**src/hmp_pkg.sv**
```systemverilog
// constants and types shared by the host mailbox port files
package hmp_pkg;

   // ---------------------------------------------------------------
   // port count and data width
   // ---------------------------------------------------------------
   localparam int unsigned HMP_NPORT = 3;    // keyboard, power one, power two
   localparam int unsigned HMP_DW    = 8;    // every register is one byte

   // ---------------------------------------------------------------
   // microcontroller register addresses, indexed by port
   // ---------------------------------------------------------------
   localparam logic [7:0] HMP_STAT_ADDR [HMP_NPORT] = '{8'hAD, 8'hBD, 8'hF5};
   localparam logic [7:0] HMP_IN_ADDR   [HMP_NPORT] = '{8'hAE, 8'hBE, 8'hF6};
   localparam logic [7:0] HMP_OUT_ADDR  [HMP_NPORT] = '{8'hAF, 8'hBF, 8'hF7};

   // ---------------------------------------------------------------
   // status register layout
   // ---------------------------------------------------------------
   localparam int unsigned HMP_OBF_BIT = 0;  // output buffer full
   localparam int unsigned HMP_IBF_BIT = 1;  // input buffer full
   localparam int unsigned HMP_CMD_BIT = 3;  // last host write was a command
   localparam logic [7:0]  HMP_USER_MASK = 8'hF4;   // bits 7..4 and 2
   localparam logic [7:0]  HMP_RD_IDLE   = 8'h00;   // answer to unmapped reads

   // ---------------------------------------------------------------
   // host select decode result
   // ---------------------------------------------------------------
   typedef enum logic [1:0] {
      HMP_SEL_KBD  = 2'b00,
      HMP_SEL_PM1  = 2'b01,
      HMP_SEL_PM2  = 2'b10,
      HMP_SEL_NONE = 2'b11
   } hmp_sel_t;

endpackage

```
**src/hmp_strobe.sv**
```systemverilog
// falling-edge detector for an active-low host strobe
`timescale 1ns/10ps
`default_nettype none
module hmp_strobe
   import hmp_pkg::*;
(
   input  wire logic sys_clk,     // core clock
   input  wire logic rst,         // synchronous reset, active high
   input  wire logic strobe_n,    // host strobe, active low
   output logic      start        // one-cycle pulse on first low cycle
);

   // ---------------------------------------------------------------
   // previous level, reset low so a strobe held over reset is not taken
   // ---------------------------------------------------------------
   logic prev_q;

   always_ff @(posedge sys_clk) begin
      if (rst) begin
         prev_q <= 1'b0;
      end else begin
         prev_q <= strobe_n;
      end
   end

   // a strobe already low at reset release waits for its next edge
   assign start = prev_q & ~strobe_n;

endmodule
`default_nettype wire

```
**src/hmp_port.sv**
```systemverilog
// one mailbox port: input/output data bytes and status byte
`timescale 1ns/10ps
`default_nettype none
module hmp_port
   import hmp_pkg::*;
(
   input  wire logic              sys_clk,      // core clock
   input  wire logic              rst,          // synchronous reset
   input  wire logic              host_wr,      // host write taken
   input  wire logic              host_rd_out,  // host read of output data
   input  wire logic              host_a0,      // address bit at the write
   input  wire logic [HMP_DW-1:0] host_wdata,   // host byte
   input  wire logic              mc_wr_stat,   // core write of status
   input  wire logic              mc_wr_out,    // core write of output data
   input  wire logic              mc_rd_in,     // core read of input data
   input  wire logic [HMP_DW-1:0] mc_wdata,     // core byte
   output logic [HMP_DW-1:0]      status,       // status byte
   output logic [HMP_DW-1:0]      in_data,      // input data byte
   output logic [HMP_DW-1:0]      out_data      // output data byte
);

   // ---------------------------------------------------------------
   // storage
   // ---------------------------------------------------------------
   logic [HMP_DW-1:0] in_q;     // host-written byte, never reset
   logic [HMP_DW-1:0] out_q;    // core-written byte, never reset
   logic [HMP_DW-1:0] user_q;   // user status bits, never reset
   logic              cmd_q;    // command/data flag, never reset
   logic              ibf_q;    // input buffer full
   logic              obf_q;    // output buffer full

   // data bytes keep their contents through reset, so no reset branch
   always_ff @(posedge sys_clk) begin
      if (host_wr) begin
         in_q  <= host_wdata;
         cmd_q <= host_a0;
      end
      if (mc_wr_out) begin
         out_q <= mc_wdata;
      end
      if (mc_wr_stat) begin
         user_q <= mc_wdata & HMP_USER_MASK;
      end
   end

   // flags: reset wins, then a set wins over a clear in the same cycle
   always_ff @(posedge sys_clk) begin
      if (rst) begin
         ibf_q <= 1'b0;
         obf_q <= 1'b0;
      end else begin
         ibf_q <= host_wr   | (ibf_q & ~mc_rd_in);
         obf_q <= mc_wr_out | (obf_q & ~host_rd_out);
      end
   end

   // ---------------------------------------------------------------
   // read views
   // ---------------------------------------------------------------
   logic [HMP_DW-1:0] flags;    // flag bits placed in the byte
   always_comb begin
      flags = '0;
      flags[HMP_CMD_BIT] = cmd_q;
      flags[HMP_IBF_BIT] = ibf_q;
      flags[HMP_OBF_BIT] = obf_q;
   end
   assign status   = (user_q & HMP_USER_MASK) | flags;
   assign in_data  = in_q;
   assign out_data = out_q;

   // ---------------------------------------------------------------
   // checks
   // ---------------------------------------------------------------
   a_ibf_set_write: assert property (@(posedge sys_clk) disable iff (rst)
      host_wr |=> status[HMP_IBF_BIT])
      else $error("input full not set by host write");
   a_ibf_clear_read: assert property (@(posedge sys_clk) disable iff (rst)
      mc_rd_in && !host_wr |=> !status[HMP_IBF_BIT])
      else $error("input full not cleared by core read");
   a_cmd_follows_a0: assert property (@(posedge sys_clk) disable iff (rst)
      host_wr |=> status[HMP_CMD_BIT] == $past(host_a0) && in_data == $past(host_wdata))
      else $error("command flag or data wrong after host write");
   a_cmd_flag_hold: assert property (@(posedge sys_clk)
      !host_wr |=> $stable(status[HMP_CMD_BIT]) && $stable(in_data))
      else $error("command flag or input data moved without host write");
   a_obf_handshake: assert property (@(posedge sys_clk) disable iff (rst)
      mc_wr_out |=> (status[HMP_OBF_BIT] and (!host_rd_out |=> status[HMP_OBF_BIT])))
      else $error("output full not set or lost early");
   a_flags_reset: assert property (@(posedge sys_clk)
      rst |=> status[HMP_IBF_BIT:HMP_OBF_BIT] == 2'b00)
      else $error("flags not cleared by reset");
   a_user_bits_keep: assert property (@(posedge sys_clk)
      !mc_wr_stat |=> $stable(status & HMP_USER_MASK))
      else $error("user status bits moved without core write");

endmodule
`default_nettype wire

```
**src/hmp_top.sv**
```systemverilog
// three host mailbox ports between a host bus and the core's registers
//
// Operation
// - host selects one port; all high ignored
// - host read: a0 low data, high status
// - host write loads input byte, a0 sets flag
// - status bit 3: 0 data, 1 command
// - command flag read-only, survives every reset
// - each port: input, output, status registers
// - input byte host-written, core read only
// - input bytes unchanged by reset
// - host write sets input-full flag
// - core read of input clears input-full
// - reset clears two low flags only
// - input-full and enable raise core interrupt
// - user status bits core-writable, survive reset
// - core writes status user bits, output byte
// - core write sets, host data read clears output-full
// - output-full drives host interrupt pins
// - no core interrupt from output-full
// - output byte core read/write, not reset
`timescale 1ns/10ps
`default_nettype none
module hmp_top
   import hmp_pkg::*;
(
   input  wire logic              sys_clk,                  // core clock, 40 MHz
   input  wire logic              rst,                      // synchronous reset
   // host bus side, sampled on sys_clk
   input  wire logic              kbd_port_select_n,        // keyboard port select
   input  wire logic              power_port_one_select_n,  // power port one select
   input  wire logic              power_port_two_select_n,  // power port two select
   input  wire logic              host_addr_bit_zero,       // data/status or data/command
   input  wire logic              host_rd_n,                // host read strobe
   input  wire logic              host_wr_n,                // host write strobe
   input  wire logic [HMP_DW-1:0] host_data_in,             // host data bus in
   output logic [HMP_DW-1:0]      host_data_out,            // host data bus out
   output logic                   host_data_oe,             // high while driving bus
   output logic                   host_kbd_irq_pin,         // active high
   output logic                   host_power_one_irq_n,     // active low
   output logic                   host_power_two_irq_n,     // active low
   // core register side
   input  wire logic [7:0]        sfr_addr,                 // register address
   input  wire logic              sfr_wr,                   // write strobe
   input  wire logic              sfr_rd,                   // read strobe
   input  wire logic [HMP_DW-1:0] sfr_wdata,                // write byte
   output logic [HMP_DW-1:0]      sfr_rdata,                // read byte, next cycle
   // core interrupt side
   input  wire logic              kbd_buf_irq_en,           // keyboard enable
   input  wire logic              power_one_buf_irq_en,     // power one enable
   input  wire logic              power_two_buf_irq_en,     // power two enable
   output logic                   kbd_buf_irq,              // keyboard request
   output logic                   power_one_buf_irq,        // power one request
   output logic                   power_two_buf_irq         // power two request
);

   // ---------------------------------------------------------------
   // host select decode
   // ---------------------------------------------------------------
   // more than one select low is the host's fault; we then take none,
   // which keeps the bus quiet instead of fighting over the read mux
   hmp_sel_t sel;          // decoded port
   wire [2:0] sel_n_vec = {power_port_two_select_n, power_port_one_select_n, kbd_port_select_n};

   always_comb begin
      case (sel_n_vec)
         3'b110:  sel = HMP_SEL_KBD;
         3'b101:  sel = HMP_SEL_PM1;
         3'b011:  sel = HMP_SEL_PM2;
         default: sel = HMP_SEL_NONE;
      endcase
   end

   wire sel_valid = (sel != HMP_SEL_NONE);   // one port addressed

   // ---------------------------------------------------------------
   // strobe edges
   // ---------------------------------------------------------------
   // each strobe acts once, on its first low cycle, so a long host
   // cycle cannot load or clear twice
   logic rd_start;         // read strobe went low
   logic wr_start;         // write strobe went low

   hmp_strobe u_rd_edge (
      .sys_clk  (sys_clk),
      .rst      (rst),
      .strobe_n (host_rd_n),
      .start    (rd_start)
   );

   hmp_strobe u_wr_edge (
      .sys_clk  (sys_clk),
      .rst      (rst),
      .strobe_n (host_wr_n),
      .start    (wr_start)
   );

   wire rd_go = rd_start & sel_valid;
   wire wr_go = wr_start & sel_valid;

   // ---------------------------------------------------------------
   // per-port views
   // ---------------------------------------------------------------
   logic [HMP_DW-1:0] stat_v [HMP_NPORT];   // status bytes
   logic [HMP_DW-1:0] in_v   [HMP_NPORT];   // input bytes
   logic [HMP_DW-1:0] out_v  [HMP_NPORT];   // output bytes
   logic [HMP_NPORT-1:0] port_hit;          // host addresses port i
   logic [HMP_NPORT-1:0] mc_stat_hit;       // core addresses status i
   logic [HMP_NPORT-1:0] mc_in_hit;         // core addresses input i
   logic [HMP_NPORT-1:0] mc_out_hit;        // core addresses output i

   // ---------------------------------------------------------------
   // ports, one instance each
   // ---------------------------------------------------------------
   for (genvar i = 0; i < HMP_NPORT; i++) begin : g_port
      assign port_hit[i]    = sel_valid && (sel == hmp_sel_t'(i));
      assign mc_stat_hit[i] = (sfr_addr == HMP_STAT_ADDR[i]);
      assign mc_in_hit[i]   = (sfr_addr == HMP_IN_ADDR[i]);
      assign mc_out_hit[i]  = (sfr_addr == HMP_OUT_ADDR[i]);

      // writes to the input address fall through unused: read only
      hmp_port u_port (
         .sys_clk     (sys_clk),
         .rst         (rst),
         .host_wr     (wr_go & port_hit[i]),
         .host_rd_out (rd_go & port_hit[i] & ~host_addr_bit_zero),
         .host_a0     (host_addr_bit_zero),
         .host_wdata  (host_data_in),
         .mc_wr_stat  (sfr_wr & mc_stat_hit[i]),
         .mc_wr_out   (sfr_wr & mc_out_hit[i]),
         .mc_rd_in    (sfr_rd & mc_in_hit[i]),
         .mc_wdata    (sfr_wdata),
         .status      (stat_v[i]),
         .in_data     (in_v[i]),
         .out_data    (out_v[i])
      );
   end

   // ---------------------------------------------------------------
   // host read path
   // ---------------------------------------------------------------
   // the byte is captured at the strobe edge so the host sees one value
   // for the whole read, even if the core writes meanwhile
   logic [HMP_DW-1:0] host_rd_mux;    // byte the host would read now
   always_comb begin
      host_rd_mux = HMP_RD_IDLE;
      for (int i = 0; i < HMP_NPORT; i++) begin
         if (port_hit[i]) begin
            host_rd_mux = host_addr_bit_zero ? stat_v[i] : out_v[i];
         end
      end
   end

   logic [HMP_DW-1:0] host_dout_q;    // held read byte
   logic              host_oe_q;      // bus drive enable

   always_ff @(posedge sys_clk) begin
      if (rst) begin
         host_dout_q <= HMP_RD_IDLE;
      end else if (rd_go) begin
         host_dout_q <= host_rd_mux;
      end
   end

   // drive ends as soon as the strobe or the select goes away
   always_ff @(posedge sys_clk) begin
      if (rst) begin
         host_oe_q <= 1'b0;
      end else if (host_rd_n || !sel_valid) begin
         host_oe_q <= 1'b0;
      end else if (rd_go) begin
         host_oe_q <= 1'b1;
      end
   end

   assign host_data_out = host_dout_q;
   assign host_data_oe  = host_oe_q;

   // ---------------------------------------------------------------
   // core register read path
   // ---------------------------------------------------------------
   // unmapped addresses answer zero; input writes by the core are dropped
   logic [HMP_DW-1:0] sfr_rd_mux;     // byte at sfr_addr
   always_comb begin
      sfr_rd_mux = HMP_RD_IDLE;
      for (int i = 0; i < HMP_NPORT; i++) begin
         if (mc_stat_hit[i]) begin
            sfr_rd_mux = stat_v[i];
         end else if (mc_in_hit[i]) begin
            sfr_rd_mux = in_v[i];
         end else if (mc_out_hit[i]) begin
            sfr_rd_mux = out_v[i];
         end
      end
   end

   logic [HMP_DW-1:0] sfr_rdata_q;    // registered read byte
   always_ff @(posedge sys_clk) begin
      if (rst) begin
         sfr_rdata_q <= HMP_RD_IDLE;
      end else if (sfr_rd) begin
         sfr_rdata_q <= sfr_rd_mux;
      end
   end
   assign sfr_rdata = sfr_rdata_q;

   // ---------------------------------------------------------------
   // interrupts
   // ---------------------------------------------------------------
   // core requests come only from input-full; output-full goes to the host
   assign kbd_buf_irq       = stat_v[0][HMP_IBF_BIT] & kbd_buf_irq_en;
   assign power_one_buf_irq = stat_v[1][HMP_IBF_BIT] & power_one_buf_irq_en;
   assign power_two_buf_irq = stat_v[2][HMP_IBF_BIT] & power_two_buf_irq_en;

   assign host_kbd_irq_pin     =  stat_v[0][HMP_OBF_BIT];
   assign host_power_one_irq_n = ~stat_v[1][HMP_OBF_BIT];
   assign host_power_two_irq_n = ~stat_v[2][HMP_OBF_BIT];

   // ---------------------------------------------------------------
   // checks
   // ---------------------------------------------------------------
   a_idle_bus_ignored: assert property (@(posedge sys_clk) disable iff (rst)
      !sel_valid |=> !host_data_oe && $stable(in_v[0]) && $stable(in_v[1]) && $stable(in_v[2]))
      else $error("bus not ignored while no port selected");
   a_read_status_sel: assert property (@(posedge sys_clk) disable iff (rst)
      rd_go && host_addr_bit_zero |=> host_data_out == $past(stat_v[sel]) && host_data_oe)
      else $error("host status read returned wrong byte");
   a_kbd_irq_gate: assert property (@(posedge sys_clk) disable iff (rst)
      wr_go && port_hit[0] |=> kbd_buf_irq == kbd_buf_irq_en)
      else $error("keyboard core interrupt not following enable after host write");
   a_host_irq_pins: assert property (@(posedge sys_clk) disable iff (rst)
      sfr_wr && sfr_addr == HMP_OUT_ADDR[1] |=> host_power_one_irq_n == 1'b0)
      else $error("power one host interrupt not raised");
   a_out_clear_read: assert property (@(posedge sys_clk) disable iff (rst)
      rd_go && port_hit[0] && !host_addr_bit_zero && !(sfr_wr && mc_out_hit[0])
      |=> !host_kbd_irq_pin)
      else $error("keyboard output full not cleared by host read");
   a_in_write_dropped: assert property (@(posedge sys_clk) disable iff (rst)
      sfr_wr && mc_in_hit[0] && !(wr_go && port_hit[0]) |=> $stable(in_v[0]))
      else $error("core write changed input byte");

endmodule
`default_nettype wire

```
**config.mk**
```make
export PLATFORM = sky130hd
export DESIGN_NAME = hmp_top
export DESIGN_NICKNAME = d
export VERILOG_FILES = /design/src/hmp_pkg.sv /design/src/hmp_strobe.sv /design/src/hmp_port.sv /design/src/hmp_top.sv
export SDC_FILE = /design/constraint.sdc
export NUM_CORES = 1
export LEC_CHECK = 0
export BUFFER_PORTS_ARGS = -buffer_cell sky130_fd_sc_hd__buf_2
export CORE_ASPECT_RATIO = 1.4
export CORE_MARGIN = 2
export CORE_UTILIZATION = 35
export DETAILED_ROUTE_END_ITERATION = 16
export HOLD_SLACK_MARGIN = 0.06
export PLACE_DENSITY = 0.59
export SYNTH_ARGS = -nofsm -noshare
export SYNTH_HDL_FRONTEND = slang
export SYNTH_SLANG_ARGS = --single-unit
```
**constraint.sdc**
```tcl
create_clock -name sys_clk -period 4.07 [get_ports sys_clk]
set_input_delay 0.407 -clock sys_clk [delete_from_list [all_inputs] [get_ports sys_clk]]
set_output_delay 0.407 -clock sys_clk [all_outputs]
set_load 0.02 [all_outputs]
```
=== After elaboration in Yosys (flattened, before gate mapping) ===
Index checks and enable logic that the tools add are counted.

* Output and inout port bits: 23
* Bits in latches: 0
* Memories kept: 0
* Memory bits (writable): 0
* Bits in registers: 91
* Input bits: 37
* Memory bits (read-only): 0

* Bitwise operators: 51
* Divide/modulo/power cells: 0
* Magnitude comparators: 0
* $mul: 0
* Add/sub/neg operators: 0
* Equality and inequality tests: 15
* Reduce and logical (&&, ||, !) cells: 7
* Mux-type cells: 16
* Shift operators: 0

{| class="wikitable"
|+ Operators with widths
! operator !! count
|-
| $mux 8 || 15
|-
| $eq 8x8->1 const B || 9
|-
| $and 1x1->1 || 31
|-
| $or 8x4->8 || 3
|-
| $not 1->1 || 11
|-
| $eq 3x3->1 const B || 2
|-
| $or 1x1->1 || 6
|-
| $pmux 2 s3 || 1
|-
| $eq 3x2->1 const B || 1
|-
| $logic_and 1x1->1 || 3
|-
| $eq 2x1->1 const B || 1
|-
| $eq 2x2->1 const B || 1
|-
| $logic_not 2->1 || 1
|-
| $ne 2x2->1 const B || 1
|-
| $reduce_or 2->1 || 1
|-
| $logic_not 1->1 || 1
|-
| $logic_or 1x1->1 || 1
|}

=== Longest topological paths before layout ===
* Word-level depth: 10
* Mapped depth: 7
* Depth with buffers taken out: 5

=== Cells and area by module ===
Synthesis repeated with hierarchy kept, for this count alone.

* Cells, all modules: 381
* Area total of the unflattened synthesis: 4,292.9 um^2

{| class="wikitable"
|+ Modules (own cells, without submodules)
! module !! area an instance (um^2) !! cells each !! times used
|-
| hmp_port || 753.2 || 33 || 3
|-
| hmp_top || 1,963.1 || 276 || 1
|-
| hmp_strobe || 35.0 || 3 || 2
|}

=== Worst setup path after synthesis ===
OpenSTA, ideal clock, no wires.

* Kind: input to register
* Start point: input port sfr_addr[0]
* End point: register g_port[1].u_port.out_q[0] (enable)
* Stages on the path: 3
* Setup slack: 2,242 ps
* Data required time: 3,684 ps
* Arrival time: 1,443 ps
* Cells stage by stage: clkbuf_1 -> nand3_1 -> nor3_1

* Longest elaborated chain between the ends: 2

{| class="wikitable"
|+ Ends and longest elaborated chain
! what !! line !! RTL
|-
| start, declared || hmp_top.sv:43 || <nowiki>input wire logic [7:0] sfr_addr,</nowiki>
|-
| $eq 8x8->1 || hmp_top.sv:119 || <nowiki>assign mc_out_hit[i] = (sfr_addr == HMP_OUT_ADDR[i]);</nowiki>
|-
| $and 1x1->1 || hmp_top.sv:130 || <nowiki>.mc_wr_out (sfr_wr & mc_out_hit[i]),</nowiki>
|-
| named net g_port[1].u_port.mc_wr_out || hmp_port.sv:14 || <nowiki>input wire logic mc_wr_out,</nowiki>
|-
| end signal, assigned || hmp_port.sv:39 || <nowiki>out_q <= mc_wdata;</nowiki>
|-
| end, declared || hmp_port.sv:26 || <nowiki>logic [HMP_DW-1:0] out_q;</nowiki>
|}

The timed path passes the listed nets, and every way through them passes these cells.
A chain may end at the register's enable or synchronous reset.

=== Worst setup path after layout ===
* Start point: input port sfr_addr[0]
* End point: register g_port[1].u_port.user_q[7] (enable)

* Longest elaborated chain between the ends: 2

{| class="wikitable"
|+ Ends and longest elaborated chain
! what !! line !! RTL
|-
| $eq 8x8->1 || hmp_top.sv:117 || <nowiki>assign mc_stat_hit[i] = (sfr_addr == HMP_STAT_ADDR[i]);</nowiki>
|-
| $and 1x1->1 || hmp_top.sv:129 || <nowiki>.mc_wr_stat (sfr_wr & mc_stat_hit[i]),</nowiki>
|-
| named net g_port[1].u_port.mc_wr_stat || hmp_port.sv:13 || <nowiki>input wire logic mc_wr_stat,</nowiki>
|-
| end signal, assigned || hmp_port.sv:42 || <nowiki>user_q <= mc_wdata & HMP_USER_MASK;</nowiki>
|-
| end, declared || hmp_port.sv:27 || <nowiki>logic [HMP_DW-1:0] user_q;</nowiki>
|}

The timed path passes the listed nets, and every way through them passes these cells.

==> flow_metrics.py <==
metrics = {
    "clocking": {
        "cts-root-buf": "clkbuf_16",
        "hold_buffers": 0,
        "clk_pin_slew_ns": 0.06,
        "cts_buffers": 9,
        "cts_tree": "done",
        "clock_latency_ns": 0.34,
        "cts.repair.resized": 0,
        "clock-sinks": 91,
        "post_cts_buffers": 0,
        "cts_buffer_depth": 2,
        "cts_max_level": 3,
    },
    "worst_setup_path": {
        "worstPathArrival_ns": 2.33,
        "crit_required_ns": 4.03,
        "critPathLaunch": "sfr_addr[0]",
        "r2r_end": "host_data_out[1]",
        "r2r_slack_ns": 2.32,
        "cp_max_fo": 30,
        "crit_path_end_kind": "flop",
        "crit_path_end": "g_port[1].u_port.user_q[7]",
        "rr_worst_depth": 4,
        "critical_path_class": "input pin to flop",
        "start_kind": "input pin",
        "r2r-start": "u_rd_edge.prev_q",
    },
    "sta": {
        "hold_violations": 0,
        "fin_crit_sh": 0.583,
        "worst_slew_pin_slew_ns": 0.989,
        "setup-violations-final": 0,
        "timing.fmax_mhz": 422,
        "rsz0062_at_grt": "no",
        "fin_ws_ns": 1.70,
        "skew_ns": 0.00497,
        "fin_crit_ns": 2.37,
        "slew_violations": 0,
        "slew_headroom": 0.338,
        "hold_slack_ns": 0.270,
        "fin_tns_setup_ns": 0,
    },
    "power": {
        "power_density_mw_per_mm2": 392,
        "ir_drop_mv": 0.251,
        "p_leak_nw": 1.68,
    },
    "synthesis": {
        "ys_ff_latch": 91,
        "yosysMostFrequentCell": "edfxtp_1",
        "synth_common_cells": "edfxtp_1, a21oi_1, dfxtp_1",
        "seq_area_frac_synth": 0.589,
        "syn_avg_cell_area_sq_um": 11.7,
        "syn_nets": 396,
        "syn_area_sq_mm": 0.00422,
        "synth_area_leaders": "edfxtp_1, dfxtp_1, a21oi_1",
        "yosysWarnings": 0,
        "synthFlopType": "edfxtp_1",
        "synth-edff-count": 66,
        "yosys.cell_types.count": 39,
        "async_flop_share": 0,
        "synth_cells": 359,
        "synth_top_area_frac": 0.470,
        "synth_top_area_cell": "edfxtp_1",
    },
    "final_layout": {
        "syn2layout_area_growth_pct": 15.6,
        "utilization": 0.413,
        "drive_gt1_frac": 0.228,
        "final_nets": 444,
        "nFillCells": 1102,
        "antenna_cells": 0,
    },
    "routing": {
        "ant_nets": 0,
        "routed_via_density": 5.78,
        "remaining_drc_errors": 0,
        "vias": 3233,
        "drtPass1Iterations": 5,
        "drt_wl_total_mm": 12.1,
        "drtIter0Drc": 289,
        "wl_per_cell_um": 21.7,
    },
    "placed_design": {
        "portBuffers": 59,
        "dp_hpwl_mm": 8.83,
        "post-place-ws_ns": 1.38,
        "place.gp.congestion": 0.927,
    },
    "floorplan": {
        "rows": 47,
        "die_y_um": 134,
        "fp.dieW_um": 96.8,
        "start_util": 0.357,
        "ios": 60,
        "core_area_sq_mm": 0.0118,
        "floorplan.die_area_sq_mm": 0.0130,
    },
    "run_status": {
        "status": "finished, final reports clean",
    },
    "grt": {
        "grtUsageTotal": 0.189,
        "overflow": 0,
        "grt_pass1_vias": 3224,
        "grt_max_degree": 31,
        "antenna_found_initial": 0,
        "grt_pass1_wl_mm": 18.9,
    },
    "run": {
        "maxCapViolCount": 0,
    },
    "min_path": {
        "hp-class": "input pin to flop",
    },
}
[worst min-delay path by stage]
stage	startpoint	endpoint	slack, ns	cells after the start
floorplan	g_port[2].u_port.ibf_q	g_port[2].u_port.ibf_q	0.47	2
global placement	host_data_out[4]	host_data_out[4]	0.49	2
detailed placement	host_data_out[4]	host_data_out[4]	0.49	2
CTS	host_data_in[3]	g_port[0].u_port.in_data[3]	0.27	1
global route	host_data_in[2]	g_port[1].u_port.in_data[2]	0.27	1
finish	host_data_in[3]	g_port[0].u_port.in_data[3]	0.27	1
[registers in the layout, summed over array words and instances (netlist names)]
register	flops
g_port.u_port.obf_q	3
u_rd_edge.prev_q	1
g_port.u_port.out_data	24
u_wr_edge.prev_q	1
g_port.u_port.cmd_q	3
host_data_out	8
g_port.u_port.ibf_q	3
g_port.u_port.in_data	24
sfr_rdata	8
g_port.u_port.user_q	15
host_data_oe	1
[worst max-delay path, stage by stage]
cell and delay [ns]:
buf_2 0.41, nand4b_1 0.57, nor3_1 0.94
[layout make-up]
class	instances	area (sq um)	share of cell area
clock buffer	9	225	0.0462
timing repair buffer	63	325	0.0667
tap	147	184	0.0377
inverter	10	37.5	0.00770
clock inverter	7	43.8	0.00898
sequential	91	2480	0.509
multi-input combinational	232	1580	0.324
[kinds of logic after synthesis]
kind of cell | synth area share
and+or+nand+nor | 0.126
xor gates and xnor gates | 0.00208
DFF | 0.589
AOI/OAI and AO/OA | 0.245
buffers and inverters | 0.0383
[routing by layer]
layer	part of all wire	vias up	global-route usage
met2	0.52	128	0.333
met3	0.048	19	0.0313
li1	-	1501	-
met4	0.024	0	0.0681
met1	0.41	1585	0.234
met5	0	-	0
[metrics by stage]
step                      cell area [sq um]  std cells  total power [mW]
after floorplan                        4220        359              1.11
after global placement                 4600        543              1.16
after detailed placement               4610        543              1.16
after CTS                              4880        559              1.92
after global routing                   4880        559              1.97
final                                  4880        559              1.91
[placed cells by master (no fill, tap or decap), types with 11 or more instances in the layout]
master    instances
nand2b_1         24
dfxtp_1          25
edfxtp_1         66
a221oi_1         16
o21ai_0          11
o22ai_1          16
nor2b_1          14
buf_2            59
a22o_1           16
nand2_1          18
a21oi_1          31
nor2_1           18
[report_power, final]
group / leakage, nW / internal (mW) / switching [mW]
clock: 0.133 / 0.412 / 0.353
sequential: 0.796 / 0.999 / 0.00345
combinational: 0.749 / 0.0508 / 0.0918
total: 1.68 / 1.46 / 0.449
(Power assumes the default switching activity.)
